===== config.mk =====
export PLATFORM = sky130hd
export DESIGN_NAME = ossm_top
export DESIGN_NICKNAME = d
export VERILOG_FILES = /design/src/core/ossm_pkg.sv /design/src/core/ossm_mode_gate.sv /design/src/core/ossm_chan_mux.sv /design/src/core/ossm_top.sv
export SDC_FILE = /design/constraint.sdc
export NUM_CORES = 1
export LEC_CHECK = 0
export BUFFER_PORTS_ARGS = -buffer_cell sky130_fd_sc_hd__buf_4
export CELL_PAD_IN_SITES_DETAIL_PLACEMENT = 1
export CELL_PAD_IN_SITES_GLOBAL_PLACEMENT = 2
export CORE_UTILIZATION = 33
export DETAILED_ROUTE_END_ITERATION = 8
export GPL_TIMING_DRIVEN = 0
export PLACE_DENSITY_LB_ADDON = 0.1
export SKIP_CTS_REPAIR_TIMING = 1
export SLEW_MARGIN = 0
export SYNTH_ARGS = -nofsm -noshare
export SYNTH_HDL_FRONTEND = slang
export SYNTH_SLANG_ARGS = --single-unit
export TNS_END_PERCENT = 10

===== constraint.sdc =====
create_clock -name CLOCK -period 4 [get_ports CLOCK]
set_clock_uncertainty 0.2 [all_clocks]
set_input_delay 0.4 -clock CLOCK [delete_from_list [all_inputs] [get_ports CLOCK]]
set_output_delay 0.4 -clock CLOCK [all_outputs]
set_load 0.05 [all_outputs]

===== src/core/ossm_pkg.sv =====
package ossm_pkg;

  localparam int unsigned ADDR_W   = 8;
  localparam int unsigned DATA_W   = 32;
  localparam int unsigned STRB_W   = 4;
  localparam int unsigned NUM_SRC  = 10;
  localparam int unsigned NUM_CHAN = 4;
  localparam int unsigned SEL_W    = 4;

  // register byte addresses
  localparam logic [7:0] OFS_SELECT   = 8'h00;
  localparam logic [7:0] OFS_POLARITY = 8'h04;
  localparam logic [7:0] OFS_MODE     = 8'h08;
  localparam logic [7:0] OFS_LEVEL    = 8'h0c;

  // field layout: select word holds one nibble each for channels 2 to 4, channel 2 lowest at bit 4
  localparam int unsigned SEL_CH2_LSB = 4;
  localparam int unsigned SEL_CH3_LSB = 8;
  localparam int unsigned SEL_CH4_LSB = 12;
  localparam int unsigned LVL_SRC_LSB = 4;

  // reset values
  localparam logic [3:0] SEL_CH2_RST = 4'h1;
  localparam logic [3:0] SEL_CH3_RST = 4'h2;
  localparam logic [3:0] SEL_CH4_RST = 4'h3;
  localparam logic [3:0] POL_RST     = 4'h0;
  localparam logic [1:0] MODE_RST    = 2'h0;

  localparam logic [1:0] RESP_OKAY   = 2'h0;
  localparam logic [1:0] RESP_SLVERR = 2'h2;

  typedef enum logic [3:0] {
    SRC_ALARM      = 4'h0,
    SRC_POS_DONE   = 4'h1,
    SRC_INDEX      = 4'h2,
    SRC_BRAKE      = 4'h3,
    SRC_READY      = 4'h4,
    SRC_SPEED_OK   = 4'h5,
    SRC_ROTATION   = 4'h6,
    SRC_TORQUE_LIM = 4'h7,
    SRC_ZERO_SPEED = 4'h8,
    SRC_CAUTION    = 4'h9
  } ossm_src_e;

  typedef enum logic [1:0] {
    MODE_POSITION = 2'h0,
    MODE_SPEED    = 2'h1,
    MODE_TORQUE   = 2'h2
  } ossm_mode_e;

  typedef enum logic [1:0] {
    BUS_IDLE = 2'h0,
    BUS_RESP = 2'h1
  } ossm_bus_e;

  typedef struct packed {
    logic [3:0] sel;
    logic       pol;
  } ossm_cfg_s;

  function automatic logic [31:0] merge_strobe(input logic [31:0] old,
                                               input logic [31:0] data,
                                               input logic [3:0]  strb);
    logic [31:0] res;
    res = old;
    for (int i = 0; i < 4; i++) begin
      if (strb[i]) begin
        res[i*8 +: 8] = data[i*8 +: 8];
      end
    end
    return res;
  endfunction

  function automatic logic sel_is_index(input logic [3:0] sel);
    return sel == SRC_INDEX;
  endfunction

endpackage


===== src/core/ossm_mode_gate.sv =====
`timescale 1ns/10ps
`default_nettype none

module ossm_mode_gate (
  input  wire logic [ossm_pkg::NUM_SRC-1:0] raw_src,
  input  wire logic [1:0]                   mode,
  output logic      [ossm_pkg::NUM_SRC-1:0] gated_src
);

  // sources the present control mode does not produce stay inactive
  always_comb begin
    gated_src = raw_src;
    if (mode != ossm_pkg::MODE_POSITION) begin
      gated_src[ossm_pkg::SRC_POS_DONE] = 1'b0;   // see RQ5
    end
    if (mode != ossm_pkg::MODE_SPEED) begin
      gated_src[ossm_pkg::SRC_SPEED_OK] = 1'b0;   // see RQ5
    end
  end

endmodule

`default_nettype wire


===== src/core/ossm_chan_mux.sv =====
`timescale 1ns/10ps
`default_nettype none

module ossm_chan_mux (
  input  wire ossm_pkg::ossm_cfg_s          cfg,
  input  wire logic [ossm_pkg::NUM_SRC-1:0] src,
  input  wire logic                         index_taken,
  output logic                              level
);

  logic active;
  logic is_index;

  always_comb begin
    is_index = ossm_pkg::sel_is_index(cfg.sel);
    active   = 1'b0;
    // alarm is never routed here; codes above nine give an idle output
    if (cfg.sel != ossm_pkg::SRC_ALARM &&
        cfg.sel <= ossm_pkg::SRC_CAUTION) begin                 // see RQ1
      active = src[cfg.sel];                                   // see RQ2
    end
    if (is_index && index_taken) begin
      active = 1'b0;                                           // see RQ7
    end
    if (is_index) begin
      level = ~active;                                         // see RQ6
    end else begin
      level = cfg.pol ? active : ~active;                      // see RQ4
    end
  end

endmodule

`default_nettype wire


===== src/core/ossm_top.sv =====
// Notes on behaviour
// RQ1: channel 1 always carries alarm; alarm never reaches channels 2 to 4.
// RQ2: channels 2 to 4 pick one of nine status sources (codes 1 to 9) by a code.
// RQ3: after reset channel 2 is position done, 3 index, 4 brake release.
// RQ4: polarity 0 makes low active on channels 2-4; channel 1 is opposite.
// RQ5: a source the control mode does not produce stays inactive.
// RQ6: a channel carrying the index pulse ignores its polarity bit.
// RQ7: if two channels pick the index pulse, only the higher one drives it.
// RQ8: active alarm means an alarm is present, inactive means none.
// RQ9: channel levels are registered; setting changes act next clock.
`timescale 1ns/10ps
`default_nettype none

module ossm_top (
  input  wire logic                          CLOCK,
  input  wire logic                          SYS_RST,
  input  wire logic [ossm_pkg::ADDR_W-1:0]   S_AXI_AWADDR,
  input  wire logic                          S_AXI_AWVALID,
  output logic                               S_AXI_AWREADY,
  input  wire logic [ossm_pkg::DATA_W-1:0]   S_AXI_WDATA,
  input  wire logic [ossm_pkg::STRB_W-1:0]   S_AXI_WSTRB,
  input  wire logic                          S_AXI_WVALID,
  output logic                               S_AXI_WREADY,
  output logic [1:0]                         S_AXI_BRESP,
  output logic                               S_AXI_BVALID,
  input  wire logic                          S_AXI_BREADY,
  input  wire logic [ossm_pkg::ADDR_W-1:0]   S_AXI_ARADDR,
  input  wire logic                          S_AXI_ARVALID,
  output logic                               S_AXI_ARREADY,
  output logic [ossm_pkg::DATA_W-1:0]        S_AXI_RDATA,
  output logic [1:0]                         S_AXI_RRESP,
  output logic                               S_AXI_RVALID,
  input  wire logic                          S_AXI_RREADY,
  input  wire logic [ossm_pkg::NUM_SRC-1:0]  STATUS_SRC,
  output logic                               OUT_CHAN_1,
  output logic                               OUT_CHAN_2,
  output logic                               OUT_CHAN_3,
  output logic                               OUT_CHAN_4
);

  ////////////////////////////////////////////////////////////////////////////

  // write channel state
  ossm_pkg::ossm_bus_e          wr_state;
  ossm_pkg::ossm_bus_e          next_wr_state;
  logic                         aw_held;
  logic                         next_aw_held;
  logic                         w_held;
  logic                         next_w_held;
  logic [ossm_pkg::ADDR_W-1:0]  wr_addr;
  logic [ossm_pkg::ADDR_W-1:0]  next_wr_addr;
  logic [ossm_pkg::DATA_W-1:0]  wr_data;
  logic [ossm_pkg::DATA_W-1:0]  next_wr_data;
  logic [ossm_pkg::STRB_W-1:0]  wr_strb;
  logic [ossm_pkg::STRB_W-1:0]  next_wr_strb;
  logic                         awready;
  logic                         next_awready;
  logic                         wready;
  logic                         next_wready;
  logic [1:0]                   bresp;
  logic [1:0]                   next_bresp;

  // read channel state
  ossm_pkg::ossm_bus_e          rd_state;
  ossm_pkg::ossm_bus_e          next_rd_state;
  logic                         arready;
  logic                         next_arready;
  logic [ossm_pkg::DATA_W-1:0]  rdata;
  logic [ossm_pkg::DATA_W-1:0]  next_rdata;
  logic [1:0]                   rresp;
  logic [1:0]                   next_rresp;

  // configuration
  logic [3:0]                   sel2;
  logic [3:0]                   next_sel2;
  logic [3:0]                   sel3;
  logic [3:0]                   next_sel3;
  logic [3:0]                   sel4;
  logic [3:0]                   next_sel4;
  logic [3:0]                   pol;
  logic [3:0]                   next_pol;
  logic [1:0]                   mode;
  logic [1:0]                   next_mode;

  // output levels
  logic [ossm_pkg::NUM_CHAN-1:0] lvl;
  logic [ossm_pkg::NUM_CHAN-1:0] next_lvl;
  logic [ossm_pkg::NUM_SRC-1:0]  gated_src;
  logic                          lvl2;
  logic                          lvl3;
  logic                          lvl4;
  logic [31:0]                   wr_merged;
  logic [31:0]                   sel_word;
  logic [31:0]                   pol_word;
  logic [31:0]                   mode_word;
  logic [31:0]                   lvl_word;

  ////////////////////////////////////////////////////////////////////////////

  always_comb begin
    sel_word = 32'h0000_0000;
    sel_word[ossm_pkg::SEL_CH2_LSB +: 4] = sel2;
    sel_word[ossm_pkg::SEL_CH3_LSB +: 4] = sel3;
    sel_word[ossm_pkg::SEL_CH4_LSB +: 4] = sel4;
    pol_word  = {28'h000_0000, pol};
    mode_word = {30'h0000_0000, mode};
    lvl_word  = 32'h0000_0000;
    lvl_word[3:0] = lvl;
    lvl_word[ossm_pkg::LVL_SRC_LSB +: ossm_pkg::NUM_SRC] = gated_src;
  end

  ////////////////////////////////////////////////////////////////////////////

  // address and data may arrive in either order; each is held until both are
  always_comb begin
    next_wr_state = wr_state;
    next_aw_held  = aw_held;
    next_w_held   = w_held;
    next_wr_addr  = wr_addr;
    next_wr_data  = wr_data;
    next_wr_strb  = wr_strb;
    next_bresp    = bresp;
    next_sel2     = sel2;
    next_sel3     = sel3;
    next_sel4     = sel4;
    next_pol      = pol;
    next_mode     = mode;
    wr_merged     = 32'h0000_0000;
    if (S_AXI_AWVALID && awready) begin
      next_aw_held = 1'b1;
      next_wr_addr = S_AXI_AWADDR;
    end
    if (S_AXI_WVALID && wready) begin
      next_w_held  = 1'b1;
      next_wr_data = S_AXI_WDATA;
      next_wr_strb = S_AXI_WSTRB;
    end
    case (wr_state)
      ossm_pkg::BUS_IDLE: begin
        if (aw_held && w_held) begin
          next_aw_held  = 1'b0;
          next_w_held   = 1'b0;
          next_wr_state = ossm_pkg::BUS_RESP;
          next_bresp    = ossm_pkg::RESP_OKAY;
          case (wr_addr)
            ossm_pkg::OFS_SELECT: begin
              wr_merged = ossm_pkg::merge_strobe(sel_word, wr_data, wr_strb);
              next_sel2 = wr_merged[ossm_pkg::SEL_CH2_LSB +: 4];  // see RQ9
              next_sel3 = wr_merged[ossm_pkg::SEL_CH3_LSB +: 4];  // see RQ9
              next_sel4 = wr_merged[ossm_pkg::SEL_CH4_LSB +: 4];  // see RQ9
            end
            ossm_pkg::OFS_POLARITY: begin
              wr_merged = ossm_pkg::merge_strobe(pol_word, wr_data, wr_strb);
              next_pol  = wr_merged[3:0];
            end
            ossm_pkg::OFS_MODE: begin
              wr_merged = ossm_pkg::merge_strobe(mode_word, wr_data, wr_strb);
              next_mode = wr_merged[1:0];
            end
            ossm_pkg::OFS_LEVEL: begin
              // read-only word: write is accepted and dropped
            end
            default: begin
              next_bresp = ossm_pkg::RESP_SLVERR;
            end
          endcase
        end
      end
      ossm_pkg::BUS_RESP: begin
        if (S_AXI_BREADY) begin
          next_wr_state = ossm_pkg::BUS_IDLE;
        end
      end
      default: begin
        next_wr_state = ossm_pkg::BUS_IDLE;
      end
    endcase
    // one write at a time: stop taking each half once that half is held
    next_awready = ~next_aw_held && (next_wr_state == ossm_pkg::BUS_IDLE);
    next_wready  = ~next_w_held && (next_wr_state == ossm_pkg::BUS_IDLE);
  end

  always_ff @(posedge CLOCK or posedge SYS_RST) begin
    if (SYS_RST) begin
      wr_state <= ossm_pkg::BUS_IDLE;
      aw_held  <= 1'b0;
      w_held   <= 1'b0;
      wr_addr  <= '0;
      wr_data  <= '0;
      wr_strb  <= '0;
      awready  <= 1'b0;
      wready   <= 1'b0;
      bresp    <= ossm_pkg::RESP_OKAY;
      sel2     <= ossm_pkg::SEL_CH2_RST;                      // see RQ3
      sel3     <= ossm_pkg::SEL_CH3_RST;                      // see RQ3
      sel4     <= ossm_pkg::SEL_CH4_RST;                      // see RQ3
      pol      <= ossm_pkg::POL_RST;
      mode     <= ossm_pkg::MODE_RST;
    end else begin
      wr_state <= next_wr_state;
      aw_held  <= next_aw_held;
      w_held   <= next_w_held;
      wr_addr  <= next_wr_addr;
      wr_data  <= next_wr_data;
      wr_strb  <= next_wr_strb;
      awready  <= next_awready;
      wready   <= next_wready;
      bresp    <= next_bresp;
      sel2     <= next_sel2;
      sel3     <= next_sel3;
      sel4     <= next_sel4;
      pol      <= next_pol;
      mode     <= next_mode;
    end
  end

  ////////////////////////////////////////////////////////////////////////////

  always_comb begin
    next_rd_state = rd_state;
    next_rdata    = rdata;
    next_rresp    = rresp;
    case (rd_state)
      ossm_pkg::BUS_IDLE: begin
        if (S_AXI_ARVALID && arready) begin
          next_rd_state = ossm_pkg::BUS_RESP;
          next_rresp    = ossm_pkg::RESP_OKAY;
          case (S_AXI_ARADDR)
            ossm_pkg::OFS_SELECT:   next_rdata = sel_word;
            ossm_pkg::OFS_POLARITY: next_rdata = pol_word;
            ossm_pkg::OFS_MODE:     next_rdata = mode_word;
            ossm_pkg::OFS_LEVEL:    next_rdata = lvl_word;
            default: begin
              next_rdata = 32'h0000_0000;
              next_rresp = ossm_pkg::RESP_SLVERR;
            end
          endcase
        end
      end
      ossm_pkg::BUS_RESP: begin
        if (S_AXI_RREADY) begin
          next_rd_state = ossm_pkg::BUS_IDLE;
        end
      end
      default: begin
        next_rd_state = ossm_pkg::BUS_IDLE;
      end
    endcase
    next_arready = (next_rd_state == ossm_pkg::BUS_IDLE);
  end

  always_ff @(posedge CLOCK or posedge SYS_RST) begin
    if (SYS_RST) begin
      rd_state <= ossm_pkg::BUS_IDLE;
      arready  <= 1'b0;
      rdata    <= '0;
      rresp    <= ossm_pkg::RESP_OKAY;
    end else begin
      rd_state <= next_rd_state;
      arready  <= next_arready;
      rdata    <= next_rdata;
      rresp    <= next_rresp;
    end
  end

  ////////////////////////////////////////////////////////////////////////////

  ossm_mode_gate u_gate (
    .raw_src   (STATUS_SRC),
    .mode      (mode),
    .gated_src (gated_src)
  );

  // higher channels take the index pulse away from lower ones
  ossm_chan_mux u_chan2 (
    .cfg         ('{sel: sel2, pol: pol[1]}),
    .src         (gated_src),
    .index_taken (ossm_pkg::sel_is_index(sel3) ||
                  ossm_pkg::sel_is_index(sel4)),                // see RQ7
    .level       (lvl2)
  );

  ossm_chan_mux u_chan3 (
    .cfg         ('{sel: sel3, pol: pol[2]}),
    .src         (gated_src),
    .index_taken (ossm_pkg::sel_is_index(sel4)),                // see RQ7
    .level       (lvl3)
  );

  ossm_chan_mux u_chan4 (
    .cfg         ('{sel: sel4, pol: pol[3]}),
    .src         (gated_src),
    .index_taken (1'b0),
    .level       (lvl4)
  );

  ////////////////////////////////////////////////////////////////////////////

  // channel 1 is hard-wired to the alarm; its polarity sense is reversed
  always_comb begin
    next_lvl[0] = pol[0] ? ~gated_src[ossm_pkg::SRC_ALARM]
                         : gated_src[ossm_pkg::SRC_ALARM];   // see RQ1 see RQ4
    next_lvl[1] = lvl2;
    next_lvl[2] = lvl3;
    next_lvl[3] = lvl4;
  end

  // registered so the pins never glitch while settings change
  always_ff @(posedge CLOCK or posedge SYS_RST) begin
    if (SYS_RST) begin
      lvl <= 4'h0;
    end else begin
      lvl <= next_lvl;                                          // see RQ9
    end
  end

  ////////////////////////////////////////////////////////////////////////////

  always_comb begin
    S_AXI_AWREADY = awready;
    S_AXI_WREADY  = wready;
    S_AXI_BVALID  = (wr_state == ossm_pkg::BUS_RESP);
    S_AXI_BRESP   = bresp;
    S_AXI_ARREADY = arready;
    S_AXI_RVALID  = (rd_state == ossm_pkg::BUS_RESP);
    S_AXI_RDATA   = rdata;
    S_AXI_RRESP   = rresp;
    OUT_CHAN_1    = lvl[0];                                     // see RQ8
    OUT_CHAN_2    = lvl[1];
    OUT_CHAN_3    = lvl[2];
    OUT_CHAN_4    = lvl[3];
  end

endmodule

`default_nettype wire


Yosys cells after proc, flatten, opt, wreduce, memory -nomap -nowiden --
Index checks and enable logic that the tools add are counted. W data, S select, Z words.
Operators by class: $lt $le $gt $ge 6, equality and inequality tests 12, mux-type cells 35, bitwise operators 6, reduce and logical (&&, ||, !) cells 30
Operators with widths (number):
- $pmux W16 S4 | 1
- $eq A8 B4 Y1 const B | 4
- $mux W1 | 23
- $eq A8 B3 Y1 const B | 2
- $logic_not A8 Y1 | 2
- $reduce_and A4 Y1 | 4
- $lt A4 B5 Y1 const B | 3
- $bmux W1 S4 | 3
- $eq A4 B2 Y1 const B | 3
- $le A4 B4 Y1 const B | 3
- $mux W2 | 6
- $reduce_bool A4 Y1 | 3
- $logic_and A1 B1 Y1 | 11
- $logic_not A2 Y1 | 4
- $pmux W2 S2 | 2
- $reduce_or A4 Y1 | 2
- $not A1 Y1 | 6
- $eq A2 B1 Y1 const B | 2
- $reduce_and A2 Y1 | 2
- $ne A2 B1 Y1 const B | 1
- $reduce_bool A2 Y1 | 1
- $logic_or A1 B1 Y1 | 1
Word-level totals: register bits 93, input bits 69, output and inout port bits 45, logic and storage cells 108

Logic depth before layout (Yosys ltp) --
Gate-level depths: netlist (run 1).
depth after elaboration 9, depth in mapped cells 6, depth with buffers taken out 5

Cells and area by module --
A second synthesis (run 1) with hierarchy kept.
Second synthesis, totals: cell total of the unflattened synthesis 290, area, all modules 3614.7 um^2
By module, submodules not included:
- ossm_top | instances 1, cells an instance 241, area each 3188.1 um^2, sequential area each 1881.8 um^2
- ossm_chan_mux | instances 3, cells an instance 13, area each 115.1 um^2, sequential area each 0.0 um^2
- ossm_mode_gate | instances 1, cells an instance 10, area each 81.3 um^2, sequential area each 0.0 um^2

Worst setup path before layout (run 1) --
Ideal clock, no wire load.
path kind register -> register, from register wready (netlist: S_AXI_WREADY), to register wr_data[0] (netlist name), library setup time 0.125 ns, arrival time 1.597 ns, required time 3.675 ns, setup slack 2.079 ns, stages on the path, launching flop included 4, buffers on the path 1, clock period less this slack 1.921 ns, cells stage by stage dfrtp_1 > nand2_1 > clkbuf_1 > mux2_2
On the way: longest elaborated chain between the ends 1
RTL lines:
- from (decl) | line ossm_top.sv:58 | logic wready;
- from (signal assigned) | line ossm_top.sv:207 | wready <= next_wready;
- $logic_and A1 B1 Y1 | line ossm_top.sv:133 | if (S_AXI_WVALID && wready) begin
- to (signal assigned) | line ossm_top.sv:204 | wr_data <= next_wr_data;
- to (decl) | line ossm_top.sv:52 | logic [ossm_pkg::DATA_W-1:0] wr_data;
No other way between the ends. A chain may end at the register's enable or synchronous reset.

Worst setup path in the final report (run 1) --
from register mode[0], to register lvl[1] (netlist name)
On the way: longest elaborated chain between the ends 9, elaborated cells between the ends (all ways) 11, classes of those cells eq/ne (1); mux (8); bitwise (1); reduce/logical (1)
RTL lines:
- from (decl) | line ossm_top.sv:82 | logic [1:0] mode;
- from (signal assigned) | line ossm_top.sv:198 | mode <= ossm_pkg::MODE_RST;
- from (signal assigned) | line ossm_top.sv:213 | mode <= next_mode;
- $ne A2 B1 Y1 or $reduce_bool A2 Y1 (tied branches) | line ossm_mode_gate.sv:16, ossm_mode_gate.sv:13
- $mux W1 (on tied branches) | line ossm_mode_gate.sv:16, ossm_mode_gate.sv:13
- $bmux W1 S4 * | line ossm_chan_mux.sv:20 | active = src[cfg.sel];
- $mux W1 (implied by the code) * | line ossm_chan_mux.sv:20
- $mux W1 * | line ossm_chan_mux.sv:18 | if (cfg.sel != ossm_pkg::SRC_ALARM &&
- $mux W1 * | line ossm_chan_mux.sv:22 | if (is_index && index_taken) begin
- $not A1 Y1 | line ossm_chan_mux.sv:26, ossm_chan_mux.sv:28
- $mux W1 | line ossm_chan_mux.sv:28 | level = cfg.pol ? active : ~active;
- $mux W1 * | line ossm_chan_mux.sv:25 | if (is_index) begin
- via lvl2 | line ossm_top.sv:89 | logic lvl2;
- to (signal assigned) | line ossm_top.sv:313 | lvl <= next_lvl;
- to (decl) | line ossm_top.sv:86 | logic [ossm_pkg::NUM_CHAN-1:0] lvl;
The timed path passes the listed nets; every way through them passes the cells marked *. The select of a mux whose other input is x is not followed.

==> flow_metrics.env, run 1 <==
export IMPL_worst_skew_pair_late_latency_ns=0.35
export IMPL_dp_hpwl_um=6231
export IMPL_io_buffers=76
export IMPL_timing_final_max_slew_violations=0
export IMPL_crit_fanout=6
export IMPL_yosys_top_cells_area="dfrtp_1, mux2_2, buf_4"
export IMPL_p_leak_nw=2.140
export IMPL_path_delay_family="compound AO/OA/AOI/OAI gates"
export IMPL_h_tree_depth=3
export IMPL_intPower_w=0.001598
export IMPL_finalHoldViolations=0
export IMPL_synth_most_common_cell="dfrtp_1"
export IMPL_cts_tree="yes"
export IMPL_setup_tns_ns=0
export IMPL_postSynthAreaPerCell_um2=11.90
export IMPL_seq_area_frac_synth=0.5290
export IMPL_p_seq_frac=0.461
export IMPL_core_um2=10370
export IMPL_pre_cts_ws_ns=1.909
export IMPL_cp_start_kind="register"
export IMPL_fin_util=0.4453
export IMPL_synth_cells_most_frequent="dfrtp_1, mux2_2, nand2_1"
export IMPL_path_class="register to register"
export IMPL_async_reset_ff_frac=1.000
export IMPL_cp_num_buf_inv=0
export IMPL_timing_final_ws_setup_ns=1.864
export IMPL_ys_ff_latch=75
export IMPL_cts_root_buf="clkbuf_8"
export IMPL_stdcell_area_um2=4618
export IMPL_grt_pass1_wl_um=13630
export IMPL_p_switching_w=0.0007412
export IMPL_clock_fmax_ghz=0.4683
export IMPL_worst_pin_slew_ns=0.5830
export IMPL_maxCapViolCount=0
export IMPL_vias_per_cell=4.670
export IMPL_clock_sinks=75
export IMPL_wl_per_cell_um=14.74
export IMPL_synth_edf_count=0
export IMPL_synthDistinctLibCells=53
export IMPL_placed_area_um2=4392
export IMPL_finalSetupViolCount=0
export IMPL_grt_usage=0.1569
export IMPL_endpoint_kind="register"
export IMPL_die_h_um=105.8
export IMPL_p_comb_frac=0.264
export IMPL_crit_cells=5
export IMPL_areaGrowthSynthToFinish_pct=29.83
export IMPL_yosys_warnings=0
export IMPL_drt_initial_drc_count=103
export IMPL_power_density_nw_per_um2=506.5
export IMPL_min_path_cells=2
export IMPL_finalCritPeriodShare=0.5339
export IMPL_yosysTopAreaCell="dfrtp_1"
export IMPL_max_slew_margin=0.6105
export IMPL_clk_pin_slew_ns=0.08
export IMPL_slowest_stage="nor3b_1"
export IMPL_crit_chain="nor3b_1 > o22ai_1 > a2111o_1 > a21oi_1 > xor2_1"
export IMPL_synth_main_ff_cell="dfrtp_1"
export IMPL_fp_dieW_um=105.8
export IMPL_ios=114
export IMPL_totalWireLength_um=8080
export IMPL_start_util=0.3430
export IMPL_yosysTopAreaCellShare=0.4995
export IMPL_remaining_drc_errors=0
export IMPL_slowest_delay_ns=0.52
export IMPL_layout_min_cycle_time_ns=2.136
export IMPL_fp_dieArea_um2=11200
export IMPL_antenna_left=0
export IMPL_grt_pass1_vias=2702
export IMPL_rows=37
export IMPL_arrival_ns=2.22
export IMPL_crit_required_ns=4.08
export IMPL_syn_inst=299
export IMPL_clock_path_buffers=2
export IMPL_numCtsBuffers=9
export IMPL_rsz0062_at_grt="false"
export IMPL_rr_worst_depth=5
export IMPL_pwr_share_clk=0.275
export IMPL_grt_overflow=0
export IMPL_p_total_w=0.002339
export IMPL_num_antenna_cells=0
export IMPL_fin_nets=476
export IMPL_netlist_area_um2=3557
export IMPL_via_count=2559
export IMPL_drtPass1Iterations=4
export IMPL_switching_share=0.3168
export IMPL_drive_gt1_frac=0.4345
export IMPL_status="finished clean"
export IMPL_antenna_found_initial=0
export IMPL_max_vdd_ir_drop_uv=243.2
export IMPL_gp_congestion=0.7461
export IMPL_grt_max_degree=41
export IMPL_hp_class="input pin to register"
placed cells by master, fill, tap and decap left out, types with 2 or more instances in the layout:
cell and n:
xor2_1 2, a22oi_1 12, nand2b_1 3, bufinv_16 2
conb_1 20, buf_2 2, o21ai_0 8, o31ai_1 9
inv_1 7, clkbuf_8 9, mux4_2 2, mux2_2 49
mux2i_1 7, nor3_1 2, nand2_1 24, dfstp_2 4
a21oi_1 4, nor2_1 17, clkbuf_1 8, clkinv_4 2
and3_1 2, dfrtp_1 71, clkinv_2 3, nand3_1 9
buf_4 95, nor2b_1 5
routing by layer:
layer	track usage	vias to the layer above	share of wire
met1	0.2025	1242	0.45
met2	0.2521	64	0.47
met5	0	-	0
met3	0.04391	10	0.060
li1	-	1243	-
met4	0.05357	0	0.013
stage by stage:
stage,hold WS [ns],cells
final,0.06965,548
after global routing,0.05716,548
after CTS,-0.1228,547
after detailed placement,0.2679,531
after global placement,0.2642,530
after floorplan,0.2570,318
cell type report:
| cell class | instances | area, um^2 |
|---|---|---|
| fill | 1163 | 5752 |
| sequential | 75 | 1882 |
| multi-input combinational | 205 | 1529 |
| timing repair buffer | 78 | 600.6 |
| buffer | 30 | 187.7 |
| tap | 136 | 170.2 |
| clock buffer | 9 | 123.9 |
| clock inverter | 7 | 92.59 |
| inverter | 8 | 32.53 |
power by group through the flow:
stage,registers (W),clock network (W),logic [W]
2_1_floorplan,0.00114,0,0.000393
3_3_place_gp,0.00109,0,0.000609
3_5_place_dp,0.00110,0,0.000627
4_1_cts,0.00108,0.000660,0.000628
5_1_grt,0.00111,0.000691,0.000679
6_report,0.00108,0.000643,0.000618
logic make-up (layout without fill, tap and decap cells):
kind of cell,count (synthesis),after routing,share of synthesized area
muxes,58,58,0.1875
AOI/OAI and AO/OA,47,47,0.09252
DFF,75,75,0.5290
buffers and inverters,38,132,0.06120
and+or+nand+nor,77,77,0.1214
xor gates and xnor gates,3,3,0.007388
other,1,20,0.001054
flip-flops by register name (all words and copies together), names as in the netlist:
| signal | cells |
|---|---|
| S_AXI_AWREADY | 1 |
| mode | 2 |
| lvl | 4 |
| rd_state | 2 |
| wr_data | 16 |
| aw_held | 1 |
| S_AXI_RDATA | 16 |
| w_held | 1 |
| S_AXI_WREADY | 1 |
| wr_state | 2 |
| wr_addr | 8 |
| wr_strb | 2 |
| sel3 | 4 |
| S_AXI_RRESP | 1 |
| S_AXI_BRESP | 1 |
| S_AXI_ARREADY | 1 |
| sel4 | 4 |
| pol | 4 |
| sel2 | 4 |
worst paths after layout:
path	from	end	slack, ns
worst max-delay path	mode[0]$_DFFE_PP0P_	lvl[1]$_DFF_PP0_	1.86
worst min-delay path	STATUS_SRC[0]	lvl[0]$_DFF_PP0_	0.07
worst max register to register	mode[0]$_DFFE_PP0P_	lvl[1]$_DFF_PP0_	1.86
worst min register to register	S_AXI_RDATA[8]$_DFFE_PP0P_	S_AXI_RDATA[8]$_DFFE_PP0P_	0.28
max in group asynchronous	SYS_RST	sel4[1]$_DFFE_PP1P_	2.54
min in group asynchronous	SYS_RST	wr_data[3]$_DFFE_PP0P_	0.42
No activity file was read; power rests on OpenSTA's default activity.
==> inputs of run 2 (changes only) <==
--- a/config.mk
+++ b/config.mk
@@ -5,10 +5,11 @@
 export SDC_FILE = /design/constraint.sdc
 export NUM_CORES = 1
 export LEC_CHECK = 0
+export ABC_AREA = 1
 export BUFFER_PORTS_ARGS = -buffer_cell sky130_fd_sc_hd__buf_4
 export CELL_PAD_IN_SITES_DETAIL_PLACEMENT = 1
 export CELL_PAD_IN_SITES_GLOBAL_PLACEMENT = 2
-export CORE_UTILIZATION = 33
+export CORE_UTILIZATION = 26
 export DETAILED_ROUTE_END_ITERATION = 8
 export GPL_TIMING_DRIVEN = 0
 export PLACE_DENSITY_LB_ADDON = 0.1
==> constraint.sdc (replaced) <==
create_clock -name CLOCK -period 1.8 [get_ports CLOCK]
set_clock_uncertainty 0.2 [all_clocks]
set_input_delay 0.18 -clock CLOCK [delete_from_list [all_inputs] [get_ports CLOCK]]
set_output_delay 0.18 -clock CLOCK [all_outputs]
set_load 0.05 [all_outputs]
==> flow_metrics.env, run 2 <==
export IMPL_yosys_top_cells_area="dfrtp_1, nand2_1, inv_1"
export IMPL_yosysTopAreaCell="dfrtp_1"
export IMPL_cts_root_buf="clkbuf_16"
export IMPL_core_um2=13830
export IMPL_fp_dieArea_um2=14640
export IMPL_h_tree_depth=3
export IMPL_async_reset_ff_frac=1.000
export IMPL_maxCapViolCount=0
export IMPL_postSynthAreaPerCell_um2=7.968
export IMPL_finalSetupViolCount=3
export IMPL_wl_per_cell_um=13.19
export IMPL_p_leak_nw=2.650
export IMPL_endpoint_kind="register"
export IMPL_min_from="S_AXI_WVALID"
export IMPL_slowest_delay_ns=0.51
export IMPL_ys_ff_latch=75
export IMPL_synth_main_ff_cell="dfrtp_1"
export IMPL_pre_cts_ws_ns=-0.04374
export IMPL_netlist_area_um2=3681
export IMPL_vias_per_cell=4.276
export IMPL_min_path_cells=4
export IMPL_cts_tree="yes"
export IMPL_rr_worst_depth=8
export IMPL_crit_fanout=8
export IMPL_rsz0062_at_grt="true"
export IMPL_die_h_um=121.0
export IMPL_yosys_warnings=0
export IMPL_r2r_end="lvl[1]$_DFF_PP0_"
export IMPL_syn_inst=462
export IMPL_crit_chain="clkbuf_1 > nand3_1 > nand3_1 > nand4_1 > nand2_1 > nand2_1 > nand2_1 > inv_1"
export IMPL_synth_edf_count=0
export IMPL_synth_most_common_cell="nand2_1"
export IMPL_hp_class="input pin to register"
export IMPL_remaining_drc_errors=2
export IMPL_clock_path_buffers=2
export IMPL_path_class="register to register"
export IMPL_placedCellCount=740
export IMPL_gp_congestion=0.8241
export IMPL_timing_final_max_slew_violations=0
export IMPL_final_cells=789
export IMPL_power_density_nw_per_um2=1168
export IMPL_grt_overflow=0
export IMPL_grt_pass1_wl_um=16600
export IMPL_clock_sinks=75
export IMPL_worstHoldEndpoint="wr_data[5]$_DFFE_PP0P_"
export IMPL_synthDistinctLibCells=35
export IMPL_grt_usage=0.1488
export IMPL_rr_startpoint="sel4[1]$_DFFE_PP1P_"
export IMPL_totalWireLength_um=10410
export IMPL_yosysTopAreaCellShare=0.4827
export IMPL_slowest_stage="dfstp_2"
export IMPL_numCtsBuffers=9
export IMPL_num_fill_cells=1660
export IMPL_via_count=3374
export IMPL_final_cell_mix="nand2_1, buf_4, dfrtp_1"
export IMPL_layout_min_cycle_time_ns=1.827
export IMPL_clock_fmax_ghz=0.5472
export IMPL_drtPass1Iterations=6
export IMPL_synth_cells_most_frequent="nand2_1, dfrtp_1, inv_1"
export IMPL_cp_start_kind="register"
export IMPL_drive_gt1_frac=0.2512
export IMPL_max_vdd_ir_drop_uv=663.3
export IMPL_arrival_ns=1.86
export IMPL_fin_nets=674
export IMPL_timing_final_ws_setup_ns=-0.02744
export IMPL_status="finished with violations"
export IMPL_finalCritPeriodShare=1.015
export IMPL_areaGrowthSynthToFinish_pct=42.42
export IMPL_p_total_w=0.006122
export IMPL_start_util=0.2662
export IMPL_fp_dieW_um=121.0
export IMPL_ios=114
export IMPL_dp_hpwl_um=7971
export IMPL_num_antenna_cells=0
export IMPL_grt_pass1_vias=3323
export IMPL_seq_area_frac_synth=0.5112
export IMPL_rows=43
export IMPL_worst_skew_pair_late_latency_ns=0.34
export IMPL_clk_pin_slew_ns=0.06
export IMPL_grt_max_degree=38
export IMPL_io_buffers=77
export IMPL_antenna_found_initial=0
export IMPL_crit_required_ns=1.83
export IMPL_finalHoldViolations=0
export IMPL_final_common_cell="nand2_1"
export IMPL_drt_initial_drc_count=82
export IMPL_cpMostUsedCell="nand2_1"
export IMPL_violations="DRC, setup timing"
export IMPL_rrSetupSlack_ns=-0.03
export IMPL_antenna_left=0
-- run 2: cell count changes after synthesis, moves of 19 or more --
cell / change
nand2_1: +145
nand3_1: +19
o21ai_1: +20
inv_1: +32
mux2_2: -49
-- run 2: report_power, final --
group | total (W) | switching (W) | internal [W]
Combinational | 0.00183 | 0.00119 | 0.000642
Clock | 0.00188 | 0.000703 | 0.00118
Sequential | 0.00241 | 0.000259 | 0.00215
-- run 2: cell families (layout without fill, tap and decap cells) --
kind of cell / Yosys count / in the layout / share of synthesized area
simple gates: 245 / 245 / 0.2855
compound gates: 59 / 59 / 0.09212
flops: 75 / 75 / 0.5112
xor+xnor: 2 / 2 / 0.004760
buf+inv: 80 / 208 / 0.1054
other cells: 1 / 20 / 0.001019
-- run 2: routing by layer --
| layer | global-route usage | share of wire |
|---|---|---|
| met5 | 0 | 0 |
| met4 | 0.04244 | 0.012 |
| met1 | 0.1812 | 0.45 |
| met3 | 0.04981 | 0.052 |
| met2 | 0.2489 | 0.49 |
-- run 2: worst max-delay path by stage --
stage                     cells after the start                     endpoint  slack, ns               startpoint
after floorplan                               5  S_AXI_RDATA[10]$_DFFE_PP0P_       0.07  S_AXI_ARREADY$_DFF_PP0_
after global placement                        2   S_AXI_RDATA[4]$_DFFE_PP0P_      -0.08                  SYS_RST
final                                         8             lvl[1]$_DFF_PP0_      -0.03      sel4[1]$_DFFE_PP1P_
after detailed placement                      8             lvl[1]$_DFF_PP0_      -0.04      sel4[1]$_DFFE_PP1P_
after global routing                          8             lvl[1]$_DFF_PP0_      -0.16      sel4[1]$_DFFE_PP1P_
after CTS                                     8             lvl[1]$_DFF_PP0_      -0.06      sel4[1]$_DFFE_PP1P_
-- run 2: worst max-delay path, delay by kind of cell, from the launching register on --
family        cells  cell delay, ns
buf+inv           2            0.34
simple gates      6            0.66
flops             1            0.51
-- run 2: metrics by stage --
step	TNS [ns]	instance area (um^2)	util	hold slack, ns
2_1_floorplan	0	3756	-	0.07105
3_3_place_gp	-5.099	4559	0.3297	0.1736
3_5_place_dp	-0.1190	4599	0.3326	0.002367
4_1_cts	-0.3115	4912	0.3553	-0.3711
5_1_grt	-1.196	5243	0.3792	0.05988
6_report	-0.05162	5243	0.3792	0.02165
-- run 2: final cells by class --
type / instances / area, um^2 / area share
flip-flops and latches: 75 / 1882 / 0.3589
inverters: 50 / 191.4 / 0.03652
clock buffers: 12 / 266.5 / 0.05084
repair buffers: 113 / 948.4 / 0.1809
multi-input cells: 326 / 1483 / 0.2828
well taps: 180 / 225.2 / 0.04296
plain buffers: 30 / 200.2 / 0.03819
clock inverters: 3 / 46.29 / 0.008831
